`src/hw/reset_cause_defines.svh`:
```
// reset cause block constants: offsets, bit positions, reset values
// assumes inclusion by bare name from hw/ files
`ifndef RESET_CAUSE_DEFINES_SVH
`define RESET_CAUSE_DEFINES_SVH

`define RC_ADDR_W        4
`define RC_OFF_CAUSE     4'h0
`define RC_OFF_CTRL      4'h4
`define RC_OFF_IRQ_STAT  4'h8
`define RC_OFF_IRQ_MASK  4'hc

`define RC_BIT_STK_OVER  7
`define RC_BIT_STK_UNDER 6
`define RC_BIT_UNIMP     5
`define RC_BIT_WDT       4
`define RC_BIT_PIN       3
`define RC_BIT_INSTR     2
`define RC_BIT_POR       1
`define RC_BIT_BROWNOUT  0

`define RC_IMPL_MASK     8'hdf
`define RC_POR_VALUE     8'h1c
`define RC_BROWNOUT_LOAD 8'h1c
`define RC_CTRL_RESET    1'b1

`define AXI_RESP_OKAY    2'b00
`define AXI_RESP_SLVERR  2'b10

`endif

```
`src/hw/reset_cause_pkg.sv`:
```
// reset cause block types
// assumes nothing beyond the defines header
package reset_cause_pkg;
	typedef logic [7:0] cause_t;
	typedef enum logic [2:0] {
		EV_NONE,
		EV_POR,
		EV_BROWNOUT,
		EV_OTHER
	} power_ev_t;
endpackage

```
`src/hw/reset_cause_flags.sv`:
```
// reset cause flag register with axi4-lite slave and interrupt
// assumes event inputs are one-cycle pulses synchronous to aclk
//
// Summary of operation
// - stack overflow sets bit 7; held until firmware writes 0
// - stack underflow sets bit 6; held until firmware writes 0
// - bit 5 reads zero and ignores writes
// - watchdog reset clears bit 4; firmware may write 1
// - external pin reset clears bit 3; firmware may write 1
// - reset instruction clears bit 2; firmware may write 1
// - power-on clears bit 1; firmware rewrites 1 to re-arm
// - brown-out clears bit 0; firmware rewrites 1 to re-arm
// - power-on/brown-out load stacks 0, watchdog/pin/instruction 1
// - low-power brown-out monitor ORed with main brown-out
// - stack events set stack flags only when stack fault reset enabled
`timescale 1ns/1ns
`default_nettype none
`include "reset_cause_defines.svh"
module reset_cause_flags
	import reset_cause_pkg::*;
(
	input  wire logic        aclk,
	input  wire logic        aresetn,
	input  wire logic [3:0]  s_axi_awaddr,
	input  wire logic        s_axi_awvalid,
	output logic             s_axi_awready,
	input  wire logic [31:0] s_axi_wdata,
	input  wire logic [3:0]  s_axi_wstrb,
	input  wire logic        s_axi_wvalid,
	output logic             s_axi_wready,
	output logic [1:0]       s_axi_bresp,
	output logic             s_axi_bvalid,
	input  wire logic        s_axi_bready,
	input  wire logic [3:0]  s_axi_araddr,
	input  wire logic        s_axi_arvalid,
	output logic             s_axi_arready,
	output logic [31:0]      s_axi_rdata,
	output logic [1:0]       s_axi_rresp,
	output logic             s_axi_rvalid,
	input  wire logic        s_axi_rready,
	input  wire logic        stack_over,
	input  wire logic        stack_under,
	input  wire logic        watchdog_reset,
	input  wire logic        external_reset_pin,
	input  wire logic        reset_instr,
	input  wire logic        power_on_reset,
	input  wire logic        brownout_reset,
	input  wire logic        low_power_brownout_monitor,
	output logic             irq
);
	cause_t     flags_ff;
	cause_t     nxt_flags;
	logic       enable_ff;
	logic       nxt_enable;
	cause_t     stat_ff;
	cause_t     nxt_stat;
	cause_t     mask_ff;
	cause_t     nxt_mask;
	logic       irq_ff;
	logic       nxt_irq;
	logic       aw_ff;
	logic       nxt_aw;
	logic       w_ff;
	logic       nxt_w;
	logic [3:0] awaddr_ff;
	logic [3:0] nxt_awaddr;
	logic [31:0] wdata_ff;
	logic [31:0] nxt_wdata;
	logic [3:0] wstrb_ff;
	logic [3:0] nxt_wstrb;
	logic       bvalid_ff;
	logic       nxt_bvalid;
	logic [1:0] bresp_ff;
	logic [1:0] nxt_bresp;
	logic       rvalid_ff;
	logic       nxt_rvalid;
	logic [31:0] rdata_ff;
	logic [31:0] nxt_rdata;
	logic [1:0] rresp_ff;
	logic [1:0] nxt_rresp;
	logic       awready_ff;
	logic       nxt_awready;
	logic       wready_ff;
	logic       nxt_wready;
	logic       arready_ff;
	logic       nxt_arready;
	logic       brownout_event;
	logic       ovf_event;
	logic       unf_event;
	power_ev_t  power_ev;
	logic       do_write;
	logic       cause_wr;
	cause_t     ev_bits;

	reset_event_merge u_merge (
		.stack_over                 (stack_over),
		.stack_under                (stack_under),
		.stack_fault_reset_enable   (enable_ff),
		.brownout_main              (brownout_reset),
		.low_power_brownout_monitor (low_power_brownout_monitor),
		.por_event                  (power_on_reset),
		.brownout_event             (brownout_event),
		.ovf_event                  (ovf_event),
		.unf_event                  (unf_event),
		.power_ev                   (power_ev)
	);

	assign do_write = aw_ff & w_ff & ~bvalid_ff;
	assign cause_wr = do_write & (awaddr_ff == `RC_OFF_CAUSE) & wstrb_ff[0];

	cause_flag_update u_update (
		.cur         (flags_ff),
		.wr_en       (cause_wr),
		.wr_data     (wdata_ff[7:0]),
		.power_ev    (power_ev),
		.ovf_event   (ovf_event),
		.unf_event   (unf_event),
		.wdt_event   (watchdog_reset),
		.pin_event   (external_reset_pin),
		.instr_event (reset_instr),
		.nxt         (nxt_flags)
	);

	// bus write path and register updates
	always_comb
	begin
		nxt_aw     = aw_ff;
		nxt_w      = w_ff;
		nxt_awaddr = awaddr_ff;
		nxt_wdata  = wdata_ff;
		nxt_wstrb  = wstrb_ff;
		nxt_bvalid = bvalid_ff;
		nxt_bresp  = bresp_ff;
		nxt_enable = enable_ff;
		nxt_mask   = mask_ff;
		nxt_stat   = stat_ff;
		if (s_axi_awvalid && !aw_ff)
		begin
			nxt_aw     = 1'b1;
			nxt_awaddr = s_axi_awaddr;
		end
		if (s_axi_wvalid && !w_ff)
		begin
			nxt_w     = 1'b1;
			nxt_wdata = s_axi_wdata;
			nxt_wstrb = s_axi_wstrb;
		end
		if (bvalid_ff && s_axi_bready)
			nxt_bvalid = 1'b0;
		if (do_write)
		begin
			nxt_aw     = 1'b0;
			nxt_w      = 1'b0;
			nxt_bvalid = 1'b1;
			nxt_bresp  = `AXI_RESP_OKAY;
			case (awaddr_ff)
				`RC_OFF_CAUSE:
				begin
				end
				`RC_OFF_CTRL:
				begin
					if (wstrb_ff[0])
						nxt_enable = wdata_ff[0];
				end
				`RC_OFF_IRQ_STAT:
				begin
					if (wstrb_ff[0])
						nxt_stat = stat_ff & ~wdata_ff[7:0];
				end
				`RC_OFF_IRQ_MASK:
				begin
					if (wstrb_ff[0])
						nxt_mask = wdata_ff[7:0] & `RC_IMPL_MASK;
				end
				default:
					nxt_bresp = `AXI_RESP_SLVERR;
			endcase
		end
		// events set status after clear, so set wins
		nxt_stat = nxt_stat | ev_bits;
		nxt_irq  = |(nxt_stat & nxt_mask);
		nxt_awready = ~nxt_aw;
		nxt_wready  = ~nxt_w;
	end

	always_comb
	begin
		ev_bits = 8'h00;
		ev_bits[`RC_BIT_STK_OVER]  = ovf_event;
		ev_bits[`RC_BIT_STK_UNDER] = unf_event;
		ev_bits[`RC_BIT_WDT]       = watchdog_reset;
		ev_bits[`RC_BIT_PIN]       = external_reset_pin;
		ev_bits[`RC_BIT_INSTR]     = reset_instr;
		ev_bits[`RC_BIT_POR]       = power_on_reset;
		ev_bits[`RC_BIT_BROWNOUT]  = brownout_event;
	end

	// bus read path
	always_comb
	begin
		nxt_rvalid = rvalid_ff;
		nxt_rdata  = rdata_ff;
		nxt_rresp  = rresp_ff;
		if (rvalid_ff && s_axi_rready)
			nxt_rvalid = 1'b0;
		if (s_axi_arvalid && !rvalid_ff)
		begin
			nxt_rvalid = 1'b1;
			nxt_rresp  = `AXI_RESP_OKAY;
			nxt_rdata  = 32'h0000_0000;
			case (s_axi_araddr)
				`RC_OFF_CAUSE:
					nxt_rdata[7:0] = flags_ff;
				`RC_OFF_CTRL:
					nxt_rdata[0] = enable_ff;
				`RC_OFF_IRQ_STAT:
					nxt_rdata[7:0] = stat_ff;
				`RC_OFF_IRQ_MASK:
					nxt_rdata[7:0] = mask_ff;
				default:
					nxt_rresp = `AXI_RESP_SLVERR;
			endcase
		end
		nxt_arready = ~nxt_rvalid;
	end

	always_ff @(posedge aclk)
	begin
		if (!aresetn)
		begin
			flags_ff  <= `RC_POR_VALUE;
			enable_ff <= `RC_CTRL_RESET;
			stat_ff   <= 8'h00;
			mask_ff   <= 8'h00;
			irq_ff    <= 1'b0;
			aw_ff     <= 1'b0;
			w_ff      <= 1'b0;
			awaddr_ff <= 4'h0;
			wdata_ff  <= 32'h0000_0000;
			wstrb_ff  <= 4'h0;
			bvalid_ff <= 1'b0;
			bresp_ff  <= 2'b00;
			rvalid_ff <= 1'b0;
			rdata_ff  <= 32'h0000_0000;
			rresp_ff  <= 2'b00;
			awready_ff <= 1'b1;
			wready_ff  <= 1'b1;
			arready_ff <= 1'b1;
		end
		else
		begin
			flags_ff  <= nxt_flags;
			enable_ff <= nxt_enable;
			stat_ff   <= nxt_stat;
			mask_ff   <= nxt_mask;
			irq_ff    <= nxt_irq;
			aw_ff     <= nxt_aw;
			w_ff      <= nxt_w;
			awaddr_ff <= nxt_awaddr;
			wdata_ff  <= nxt_wdata;
			wstrb_ff  <= nxt_wstrb;
			bvalid_ff <= nxt_bvalid;
			bresp_ff  <= nxt_bresp;
			rvalid_ff <= nxt_rvalid;
			rdata_ff  <= nxt_rdata;
			rresp_ff  <= nxt_rresp;
			awready_ff <= nxt_awready;
			wready_ff  <= nxt_wready;
			arready_ff <= nxt_arready;
		end
	end

	assign s_axi_awready = awready_ff;
	assign s_axi_wready  = wready_ff;
	assign s_axi_bvalid  = bvalid_ff;
	assign s_axi_bresp   = bresp_ff;
	assign s_axi_arready = arready_ff;
	assign s_axi_rvalid  = rvalid_ff;
	assign s_axi_rdata   = rdata_ff;
	assign s_axi_rresp   = rresp_ff;
	assign irq           = irq_ff;

	a_ovf_sets: assert property (@(posedge aclk) disable iff (!aresetn)
		ovf_event && power_ev == EV_NONE |=> flags_ff[`RC_BIT_STK_OVER])
		else $error("overflow flag not set");
	a_unf_sets: assert property (@(posedge aclk) disable iff (!aresetn)
		unf_event && power_ev == EV_NONE |=> flags_ff[`RC_BIT_STK_UNDER])
		else $error("underflow flag not set");
	a_bit5_zero: assert property (@(posedge aclk) disable iff (!aresetn)
		##1 !flags_ff[`RC_BIT_UNIMP])
		else $error("bit 5 not zero");
	a_wdt_clears: assert property (@(posedge aclk) disable iff (!aresetn)
		watchdog_reset && power_ev == EV_NONE |=> !flags_ff[`RC_BIT_WDT])
		else $error("watchdog flag not cleared");
	a_pin_clears: assert property (@(posedge aclk) disable iff (!aresetn)
		external_reset_pin && power_ev == EV_NONE |=> !flags_ff[`RC_BIT_PIN])
		else $error("pin flag not cleared");
	a_instr_clears: assert property (@(posedge aclk) disable iff (!aresetn)
		reset_instr && power_ev == EV_NONE |=> !flags_ff[`RC_BIT_INSTR])
		else $error("instruction flag not cleared");
	a_por_load: assert property (@(posedge aclk) disable iff (!aresetn)
		power_on_reset |=> flags_ff[7:1] == 7'h0e)
		else $error("power-on load wrong");
	a_brownout_load: assert property (@(posedge aclk) disable iff (!aresetn)
		(brownout_reset || low_power_brownout_monitor) && !power_on_reset
		|=> !flags_ff[`RC_BIT_BROWNOUT] && flags_ff[7:2] == 6'h07)
		else $error("brown-out load wrong");
	a_stack_gate: assert property (@(posedge aclk) disable iff (!aresetn)
		!enable_ff && !cause_wr && power_ev == EV_NONE
		|=> flags_ff[7:6] == $past(flags_ff[7:6]))
		else $error("stack flag changed while disabled");
	a_irq_level: assert property (@(posedge aclk) disable iff (!aresetn)
		irq == |(stat_ff & mask_ff))
		else $error("irq mismatch");
endmodule
`default_nettype wire

```
`src/hw/reset_event_merge.sv`:
```
// merges raw reset requests into per-flag event pulses
// assumes all event inputs are single-cycle pulses on aclk
`timescale 1ns/1ns
`default_nettype none
`include "reset_cause_defines.svh"
module reset_event_merge
	import reset_cause_pkg::*;
(
	input  wire logic                    stack_over,
	input  wire logic                    stack_under,
	input  wire logic                    stack_fault_reset_enable,
	input  wire logic                    brownout_main,
	input  wire logic                    low_power_brownout_monitor,
	input  wire logic                    por_event,
	output logic                         brownout_event,
	output logic                         ovf_event,
	output logic                         unf_event,
	output reset_cause_pkg::power_ev_t   power_ev
);
	always_comb
	begin
		brownout_event = brownout_main | low_power_brownout_monitor;
		ovf_event = stack_over & stack_fault_reset_enable;
		unf_event = stack_under & stack_fault_reset_enable;
		if (por_event)
			power_ev = EV_POR;
		else if (brownout_event)
			power_ev = EV_BROWNOUT;
		else
			power_ev = EV_NONE;
	end
endmodule
`default_nettype wire

```
`src/hw/cause_flag_update.sv`:
```
// computes next flag byte from events and firmware write
// assumes one-cycle event pulses
`timescale 1ns/1ns
`default_nettype none
`include "reset_cause_defines.svh"
module cause_flag_update
	import reset_cause_pkg::*;
(
	input  wire reset_cause_pkg::cause_t cur,
	input  wire logic                    wr_en,
	input  wire reset_cause_pkg::cause_t wr_data,
	input  wire reset_cause_pkg::power_ev_t power_ev,
	input  wire logic                    ovf_event,
	input  wire logic                    unf_event,
	input  wire logic                    wdt_event,
	input  wire logic                    pin_event,
	input  wire logic                    instr_event,
	output reset_cause_pkg::cause_t      nxt
);
	always_comb
	begin
		nxt = cur;
		if (wr_en)
			nxt = wr_data & `RC_IMPL_MASK;
		if (power_ev == EV_POR)
		begin
			nxt = `RC_POR_VALUE;
			nxt[`RC_BIT_BROWNOUT] = cur[`RC_BIT_BROWNOUT];
			nxt[`RC_BIT_POR] = 1'b0;
		end
		else if (power_ev == EV_BROWNOUT)
		begin
			nxt = `RC_BROWNOUT_LOAD;
			nxt[`RC_BIT_POR] = cur[`RC_BIT_POR];
			nxt[`RC_BIT_BROWNOUT] = 1'b0;
		end
		else
		begin
			// hardware events win over the write
			if (ovf_event)
				nxt[`RC_BIT_STK_OVER] = 1'b1;
			if (unf_event)
				nxt[`RC_BIT_STK_UNDER] = 1'b1;
			if (wdt_event)
				nxt[`RC_BIT_WDT] = 1'b0;
			if (pin_event)
				nxt[`RC_BIT_PIN] = 1'b0;
			if (instr_event)
				nxt[`RC_BIT_INSTR] = 1'b0;
		end
		nxt[`RC_BIT_UNIMP] = 1'b0;
	end
endmodule
`default_nettype wire

```
`config.mk`:
```
export PLATFORM = sky130hd
export DESIGN_NAME = reset_cause_flags
export DESIGN_NICKNAME = d
export VERILOG_FILES = /design/src/hw/reset_cause_pkg.sv /design/src/hw/reset_cause_flags.sv /design/src/hw/reset_event_merge.sv /design/src/hw/cause_flag_update.sv
export VERILOG_INCLUDE_DIRS = /design/src /design/src/hw
export SDC_FILE = /design/constraint.sdc
export NUM_CORES = 1
export LEC_CHECK = 0
export BUFFER_PORTS_ARGS = -buffer_cell sky130_fd_sc_hd__buf_2
export CAP_MARGIN = 0
export CELL_PAD_IN_SITES_DETAIL_PLACEMENT = 1
export CELL_PAD_IN_SITES_GLOBAL_PLACEMENT = 1
export CORE_UTILIZATION = 35
export CTS_CLUSTER_SIZE = 28
export DETAILED_ROUTE_END_ITERATION = 12
export PLACE_DENSITY_LB_ADDON = 0.1
export SYNTH_ARGS = -nofsm -noshare
export SYNTH_HDL_FRONTEND = slang
export SYNTH_SLANG_ARGS = --single-unit
```
`constraint.sdc`:
```
create_clock -name aclk -period 2.2 [get_ports aclk]
set_clock_uncertainty 0.05 [all_clocks]
set_input_delay 0.44 -clock aclk [delete_from_list [all_inputs] [get_ports aclk]]
set_output_delay 0.44 -clock aclk [all_outputs]
set_load 0.02 [all_outputs]
```
; Yosys cells after proc, flatten, opt, wreduce, memory -nomap -nowiden
; Cells that the tools add are included.
[word_totals]
output_inout_bits = 42
ff_bits = 58
inputBits = 59
[classes]
eq_ne = 8
reduce_logical = 25
bitwise = 18
n_mux = 27
[op_table]
columns = cell, n
row1 = 8-bit 2-to-1 mux, 7
row2 = 7-bit case mux with 3 select lines, 1
row3 = 8-bit bitwise AND, 2
row4 = "4-bit == test, second input constant", 4
row5 = 1-bit 2-to-1 mux, 14
row6 = 2-bit nonzero test, 7
row7 = "4-bit by 3-bit == test with 1-bit output, second input constant", 2
row8 = 4-bit zero test, 2
row9 = 8-bit NOT, 1
row10 = 8-bit bitwise OR, 1
row11 = 4-bit OR reduction, 2
row12 = 8-bit OR reduction, 1
row13 = 1-bit NOT, 7
row14 = 1-bit bitwise AND, 6
row15 = 2-bit 2-to-1 mux, 3
row16 = 1-bit logical AND, 5
row17 = 1-bit case mux with 4 select lines, 1
row18 = 2-bit AND reduction, 2
row19 = "3-bit by 1-bit == test with 1-bit output, second input constant", 1
row20 = "3-bit by 2-bit == test with 1-bit output, second input constant", 1
row21 = 1-bit zero test, 3
row22 = 3-bit 2-to-1 mux, 1
row23 = 3-bit AND reduction, 1
row24 = 3-bit OR reduction, 1
row25 = other kinds (2), 2

; Logic depth before layout (Yosys ltp)
; Gate-level depths: netlist (run 1).
[depth]
depth_word = 8
ltp_mapped = 6
ltp_nobuf = 5

; Modules after synthesis
; Synthesis (run 1) repeated with hierarchy kept, for this count alone.
[unflattened]
cells_unflattened = 320
hier_area_um2 = 2738.9
[modules_own_cells]
columns = mod, cells_each, n_inst, area_each_um2
row1 = reset_cause_flags, 286, 1, 2491.1
row2 = cause_flag_update, 27, 1, 200.2
row3 = reset_event_merge, 7, 1, 47.5

; Least setup slack after synthesis (run 1)
; Ideal clock, no wire load.
[synth_timing]
path_type = reg-to-reg
start = reg bvalid_ff, in the netlist s_axi_bvalid
end = reg irq_ff, in the netlist irq
required_time_ns = 2.025
setup_slack_ns = 0.367
arrival_ns = 1.658
path_stages_with_launch = 7
cell_sequence = dfxtp_1 > and4b_1 > buf_6 > nand4_4 > mux2i_1 > o22ai_1 > o41a_1
[synth_between]
elab_chain_len = 6
word_cells_on_any_way = 7
[synth_lines]
columns = item, line_no
row1 = from (decl), reset_cause_flags.sv:71  ; logic bvalid_ff;
row2 = from (signal assigned), reset_cause_flags.sv:262  ; bvalid_ff <= nxt_bvalid;
row3 = 1-bit NOT *, reset_cause_flags.sv:108  ; assign do_write = aw_ff & w_ff & ~bvalid_ff;
row4 = 1-bit bitwise AND *, reset_cause_flags.sv:108
row5 = 8-bit 2-to-1 mux, reset_cause_flags.sv:150  ; if (do_write)
row6 = 8-bit bitwise OR, reset_cause_flags.sv:180  ; nxt_stat = nxt_stat | ev_bits;
row7 = 8-bit bitwise AND *, reset_cause_flags.sv:181  ; nxt_irq = |(nxt_stat & nxt_mask);
row8 = 8-bit OR reduction *, reset_cause_flags.sv:181
row9 = to (signal assigned), reset_cause_flags.sv:256  ; irq_ff <= nxt_irq;
row10 = to (decl), reset_cause_flags.sv:59  ; logic irq_ff;
; Mark *: on every way between the ends. The rest lies on a longest branch, timed or not.
; A chain may end at the register's enable or synchronous reset.

; Worst setup path in the final report (run 1)
[layout_timing]
start = reg w_ff
end = reg irq_ff, in the netlist irq
[layout_between]
elab_chain_len = 6
word_cells_on_any_way = 7
[layout_lines]
columns = item, line_no
row1 = from (decl), reset_cause_flags.sv:63  ; logic w_ff;
row2 = from (signal assigned), reset_cause_flags.sv:258  ; w_ff <= nxt_w;
row3 = 1-bit bitwise AND * (2 in a row), reset_cause_flags.sv:108
row4 = 8-bit 2-to-1 mux, reset_cause_flags.sv:150
row5 = 8-bit bitwise OR, reset_cause_flags.sv:180
row6 = 8-bit bitwise AND *, reset_cause_flags.sv:181
row7 = 8-bit OR reduction *, reset_cause_flags.sv:181
; Marked as above.

==> metrics, run 1 <==
outcome completed; number of synthesized flops with an enable pin 0; Post-DP HPWL 4.45 mm; Worst Path Max Fanout 5; H-tree levels 2; initial core utilization 0.360; count of final max-slew check failures 0; vias 1,979; DRC violations left 0; vias in the first global route roughly 2,000; Area contributors post-synth dfxtp_1, buf_4, mux2i_1; postcts setup bufs 0; # setup viols final 0; DRT Pass-1 Iters 4; Syn Area/Cell 9.11 sq um; worst setup path class reg2reg; wire per inst 13.6 um; Clock Power Share 0.285; Final ANT Viol Nets 0; crit end category register; Die Y roughly 88 um; sw frac 0.268; Ys Warns 0; Reg power frac 0.586; area share of the largest cell type after synthesis 0.424; Seq/Total Area, Yosys 0.424; row count 31; max cap viols 0; Peak VDD IR 231 uV; initial DRC count 33; Routability Congestion 0.805; storage element area between 1000 and 1500 sq um; CTS tree built; power density over the cells 624 nW/um^2; fin nets 391; largest net degree at the start of global routing 27; crit start category register; Post-Synthesis Cells 285; P&R area growth vs syn 12.5%; fmax 0.521 GHz; Net Switching 0.487 mW; clk slew on worst S/H paths 90 ps; ys async rst share 0; Int Power 1.33 mW; Fin. Hold Viols 0; Worst-Margin Slew 498 ps; worst-case clock buffer depth 2; core area 7210 sq um; chip width approximately 88 um; Final Cycle Share 0.872; CTS hold repair buffers 0; Clk Latency, worst-skew pair 300 ps; IO Port Bufs 47; DR vias/cell 4.60; Root Driver clkbuf_8; TritonCTS Buffers 5; # clock sinks 55; power consumption 1.82 mW; cts repair resizes 0; post-synth top area cell dfxtp_1; predominant post-synthesis flop cell dfxtp_1; first-pass GRT wire length 9.56 mm; Post-Syn Area around 2600 sq um; max_slew headroom 0.665; Static Leak 1.30 nW; critical path arrival 2060 ps; crit path time final 1920 ps; area of the die 7770 sq um; final core occ 0.405; Fin Setup TNS 0 ps; distinct cell type count after synthesis between 40 and 50; Top Ports between 100 and 150; share of post-route cells with drive strength above 1 0.233; global-route usage over all layers 0.164; Fillers 896; RSZ-0062 raised after global routing no; Seq cells post-synth 55; multi-input logic area 1310 sq um; drt total wl between 5 and 6 mm; initial antenna violation count 0; pre-CTS setup slack about 250 ps; HP Class in2reg; Logic pwr share 0.129; gr ovfl total 0; final worst setup slack between 200 and 300 ps; Inserted Diodes 0; Critical Path RT roughly 2300 ps
[final timing paths]
kind,cells past startpoint,end,slack [ps],startpoint
max,6,irq$_SDFF_PN0_,280,w_ff$_SDFF_PN0_
min,2,flags_ff[4]$_SDFFE_PP1P_,270,watchdog_reset
max reg2reg,6,irq$_SDFF_PN0_,280,w_ff$_SDFF_PN0_
min reg2reg,2,stat_ff[5]$_SDFF_PN0_,410,stat_ff[5]$_SDFF_PN0_
[synthesized netlist by cell type (2+ instances only)]
master	count
or2_2	3
o22ai_1	2
nor2_1	11
buf_4	26
inv_1	7
and2b_1	5
a21boi_0	12
clkbuf_1	11
mux2i_1	17
o21ai_0	13
nor3_1	3
o21ai_1	3
nand2b_1	4
a211o_1	2
dfxtp_1	55
a31o_2	2
nand3_1	5
mux2_2	7
a22oi_1	7
and2_1	6
nand2_1	34
nor2b_1	19
a21oi_1	12
[cell usage in the layout (no fill, tap or decap), types with 5 or more instances in the layout]
master / instances
clkbuf_8: 5
nor2_1: 11
mux2i_1: 17
dfxtp_1: 55
nor2b_1: 19
nand2_1: 34
buf_4: 7
mux2_2: 7
conb_1: 26
o21ai_0: 13
a21oi_1: 12
buf_2: 47
inv_1: 7
and2_1: 6
nand3_1: 5
a21boi_0: 12
and2b_1: 5
a22oi_1: 7
[stage by stage]
step | hold slack [ps] | std cells | instance area (sq um)
floorplan | 373 | 310 | 2690
global placement | 390 | 424 | 2850
detailed placement | 394 | 424 | 2850
CTS | 262 | 430 | 2920
global route | 271 | 430 | 2920
finish | 273 | 430 | 2920
[registers in the layout (all words and copies together), names as in the netlist]
register / count
mask_ff: 8
s_axi_rresp: 1
flags_ff: 7
wdata_ff: 8
aw_ff: 1
s_axi_rdata: 8
s_axi_wready: 1
s_axi_bvalid: 1
w_ff: 1
awaddr_ff: 4
s_axi_arready: 1
s_axi_bresp: 1
irq: 1
s_axi_rvalid: 1
stat_ff: 8
wstrb_ff: 1
enable_ff: 1
s_axi_awready: 1
[per-layer routing]
layer,up-vias,track usage,routed length [um],part of all wire
li1,1006,-,-,-
met1,926,0.220,2980,0.51
met2,41,0.267,2610,0.45
met3,6,0.0254,188,0.032
met4,0,0.0572,66,0.011
met5,-,0,0,0
[critical path, stage by stage (launching register included)]
cell and delay (ps):
dfxtp_1 390, and4b_1 320, buf_4 190, nand3_1 80, a21oi_1 220, o22ai_1 140, o41a_1 410
[power groups by stage]
stage / registers (mW) / logic [mW] / clock network, mW
global route: 1.07 / 0.264 / 0.579
detailed placement: 1.09 / 0.239 / 0
floorplan: 1.09 / 0.191 / 0
finish: 1.07 / 0.235 / 0.519
global placement: 1.09 / 0.236 / 0
CTS: 1.07 / 0.239 / 0.546
[logic make-up (layout without fill, tap and decap cells)]
group	count (synthesis)	count (layout)	share of synthesized area
flops	55	55	0.424
compound gates	56	56	0.138
simple gates	102	102	0.225
mux	25	25	0.105
buf+inv	46	67	0.107
other cells	1	26	0.00144
[cell type report]
cell class              instances  area share
repair buffers                 54      0.0985
flip-flops and latches         55       0.377
multi-input cells             209       0.448
well taps                      99      0.0424
inverters                       7     0.00899
clock buffers                   6      0.0248
Note: power is estimated with default switching activity, not from simulation.
==> run 2, diff against run 1 <==
--- a/config.mk
+++ b/config.mk
@@ -6,11 +6,13 @@
 export SDC_FILE = /design/constraint.sdc
 export NUM_CORES = 1
 export LEC_CHECK = 0
+export ABC_AREA = 1
 export BUFFER_PORTS_ARGS = -buffer_cell sky130_fd_sc_hd__buf_2
 export CAP_MARGIN = 0
 export CELL_PAD_IN_SITES_DETAIL_PLACEMENT = 1
 export CELL_PAD_IN_SITES_GLOBAL_PLACEMENT = 1
-export CORE_UTILIZATION = 35
+export CORE_UTILIZATION = 33
+export CTS_BUF_LIST = sky130_fd_sc_hd__clkbuf_16
 export CTS_CLUSTER_SIZE = 28
 export DETAILED_ROUTE_END_ITERATION = 12
 export PLACE_DENSITY_LB_ADDON = 0.1
==> run 2 against run 1 <==
Against the previous run:
- utilization hardly changed
- non-clock buffer count is 2 lower
- sequential cell count stayed put
- sequential power hardly changed
- largest power group unchanged
- largest cell class unchanged
- total power is 22% higher
- worst hold slack better by 32 ps
- highest routed layer unchanged
- sequential share of layout area is 1.2 points lower
- critical endpoint unchanged
- synthesized cell count is 30% higher
- synthesized area hardly changed
==> metrics, run 2 <==
Fin. Hold Viols 0 (unchanged); largest net degree at the start of global routing 28 (was 27); Fin Setup TNS 0 ps (unchanged); cell area after layout 3020 sq um (was 2920 sq um); Area contributors post-synth dfxtp_1, nand2_1, buf_4 (was dfxtp_1, buf_4, mux2i_1); H-tree levels 2 (unchanged); Fillers 997 (was 896); gr ovfl total 0 (unchanged); placed cell area 2860 sq um (was 2850 sq um); distinct cell type count after synthesis 29 (was 42); predominant post-synthesis flop cell dfxtp_1 (unchanged); top post-synthesis cells by count nand2_1, dfxtp_1, inv_1 (was dfxtp_1, nand2_1, buf_4); TritonCTS Buffers 5 (unchanged); Root Driver clkbuf_16 (was clkbuf_8); Post-Synth Simple-Gate Area 0.286 (was 0.225); fmax 0.602 GHz (was 0.521 GHz); Inserted Diodes 0 (unchanged); worst stage delay on the critical path 370 ps (was 410 ps); most frequent cells in the layout nand2_1, dfxtp_1, buf_2 (was dfxtp_1, buf_2, nand2_1); initial core utilization 0.349 (was 0.360); Routability Congestion 0.790 (was 0.805); chip width 90.7 um (was 88.1 um); Top Ports 101 (unchanged); DRT Pass-1 Iters 4 (unchanged); post-synthesis adder-cell area fraction 0 (unchanged); Post-Synthesis Cells 370 (was 285); initial DRC count 76 (was 33); Ys Warns 0 (unchanged); Highest Signal Layer met4 (unchanged); CP max-delay cell nor2_4 (was o41a_1); Peak VDD IR 380 uV (was 231 uV); row count 31 (unchanged); P&R area growth vs syn 16.2% (was 12.5%); IO Port Bufs 47 (unchanged); Seq/Total Area, Yosys 0.424 (about the same); RSZ-0062 raised after global routing no (unchanged); met3 routed WL 223 um (was 188 um); number of synthesized flops with an enable pin 0 (unchanged); core area 7450 sq um (was 7210 sq um); Critical Path RT 2380 ps (was 2340 ps); outcome completed (unchanged); post-synth top area cell dfxtp_1 (unchanged); postcts setup bufs 0 (unchanged); first-pass GRT wire length 11.2 mm (was 9.56 mm); hold slack 305 ps (was 273 ps); most common cell after layout, fill and taps aside nand2_1 (was dfxtp_1); power consumption 2.22 mW (was 1.82 mW); crit start category register (unchanged); # setup viols final 0 (unchanged); top-count cell post-synth nand2_1 (was dfxtp_1); critical path arrival 1840 ps (was 2060 ps); CP dominant cell by count nand2_1; ys async rst share 0 (unchanged); CTS tree built (unchanged); area of the die 8230 sq um (was 7770 sq um); Seq cells post-synth 55 (unchanged); multiplexer area fraction after synthesis 0 (was 0.105); clk slew on worst S/H paths 70 ps (was 90 ps); HP Class in2reg (unchanged); wire per inst 12.5 um (was 13.6 um); power density over the cells 735 nW/um^2 (was 624 nW/um^2); drt total wl 6.54 mm (was 5.85 mm); crit end category register (unchanged); global-route usage over all layers 0.172 (was 0.164); M1 WL 3.33 mm (was 2.98 mm); max cap viols 0 (unchanged); CTS hold repair buffers 0 (unchanged); Synth Area in XOR/XNOR 0 (unchanged); routed length on met2 2.92 mm (was 2.61 mm); critical-path cell list nor2_2 > nand2_1 > nor2_4 > nand2_1 > nand2_1 > nand2_1 > nand2_1 > nor2_1 > a21oi_2 (was and4b_1 > buf_4 > nand3_1 > a21oi_1 > o22ai_1 > o41a_1); # clock sinks 55 (unchanged); fin nets 480 (was 391); Post-Syn Area 2600 sq um (about the same); cts repair resizes 0 (unchanged); count of final max-slew check failures 0 (unchanged); DRC violations left 0 (unchanged); final worst setup slack 539 ps (was 281 ps); share of post-route cells with drive strength above 1 0.192 (was 0.233); Clk Latency, worst-skew pair 290 ps (was 300 ps); post-synthesis compound-gate area fraction 0.130 (was 0.138); vias in the first global route 2,299 (was 1,963); area share of the largest cell type after synthesis 0.424 (about the same); crit path time final 1660 ps (was 1920 ps); Syn Area/Cell 7.02 sq um (was 9.11 sq um); Post-DP HPWL 4.99 mm (was 4.45 mm); Final ANT Viol Nets 0 (unchanged); Static Leak 1.47 nW (was 1.30 nW); worst-case clock buffer depth 2 (unchanged); DR vias/cell 4.38 (was 4.60); Final Cycle Share 0.755 (was 0.872); Worst Path Max Fanout 11 (was 5); worst setup path class reg2reg (unchanged); initial antenna violation count 0 (unchanged); combinational family with the most area after synthesis simple AND/OR/NAND/NOR gates (unchanged); vias 2,281 (was 1,979); Die Y 90.7 um (was 88.1 um); pre-CTS setup slack 486 ps (was 248 ps)
[run 2: logic make-up (layout without fill, tap and decap cells)]
logic type | count (synthesis) | count (layout)
buffers and inverters | 80 | 107
other | 1 | 26
and+or+nand+nor | 170 | 170
AOI/OAI and AO/OA | 64 | 64
DFF | 55 | 55
[run 2: path summary, 6_finish.rpt]
check                           slack (ps)  cells after the start                        start                     endpoint
worst min register to register         410                      2  s_axi_rdata[6]$_SDFFE_PN0P_  s_axi_rdata[6]$_SDFFE_PN0P_
worst max register to register         540                      9    awaddr_ff[0]$_SDFFE_PN0P_               irq$_SDFF_PN0_
worst min-delay path                   310                      2                  reset_instr     flags_ff[2]$_SDFFE_PP1P_
worst max-delay path                   540                      9    awaddr_ff[0]$_SDFFE_PN0P_               irq$_SDFF_PN0_
[run 2: report_power, final]
part	switching, mW	internal (mW)
Sequential	0.0393	1.04
Combinational	0.174	0.0758
Clock	0.359	0.532
[run 2: critical path, delay by kind of cell, from the launching register on]
kind	cells	cell delay (ps)
and+or+nand+nor	8	1070
DFF	1	320
AOI/OAI and AO/OA	1	130
[run 2: metal layers]
metal  up-vias  GRT usage
met4         0     0.0484
li1       1214          -
met1      1015      0.238
met2        48      0.271
met3         4     0.0295
met5         -          0
[run 2: area by class of cell]
cell class | count | area, sq um | area share
well taps | 99 | 124 | 0.0410
clock inverters | 3 | 38.8 | 0.0128
repair buffers | 52 | 273 | 0.0903
flip-flops and latches | 55 | 1100 | 0.365
multi-input cells | 260 | 1180 | 0.391
clock buffers | 5 | 125 | 0.0414
inverters | 47 | 176 | 0.0584
[run 2: metrics by stage]
step / utilization / std cells
2_1_floorplan: - / 395
3_3_place_gp: 0.383 / 513
6_report: 0.405 / 521
5_1_grt: 0.405 / 521
3_5_place_dp: 0.383 / 513
4_1_cts: 0.405 / 521
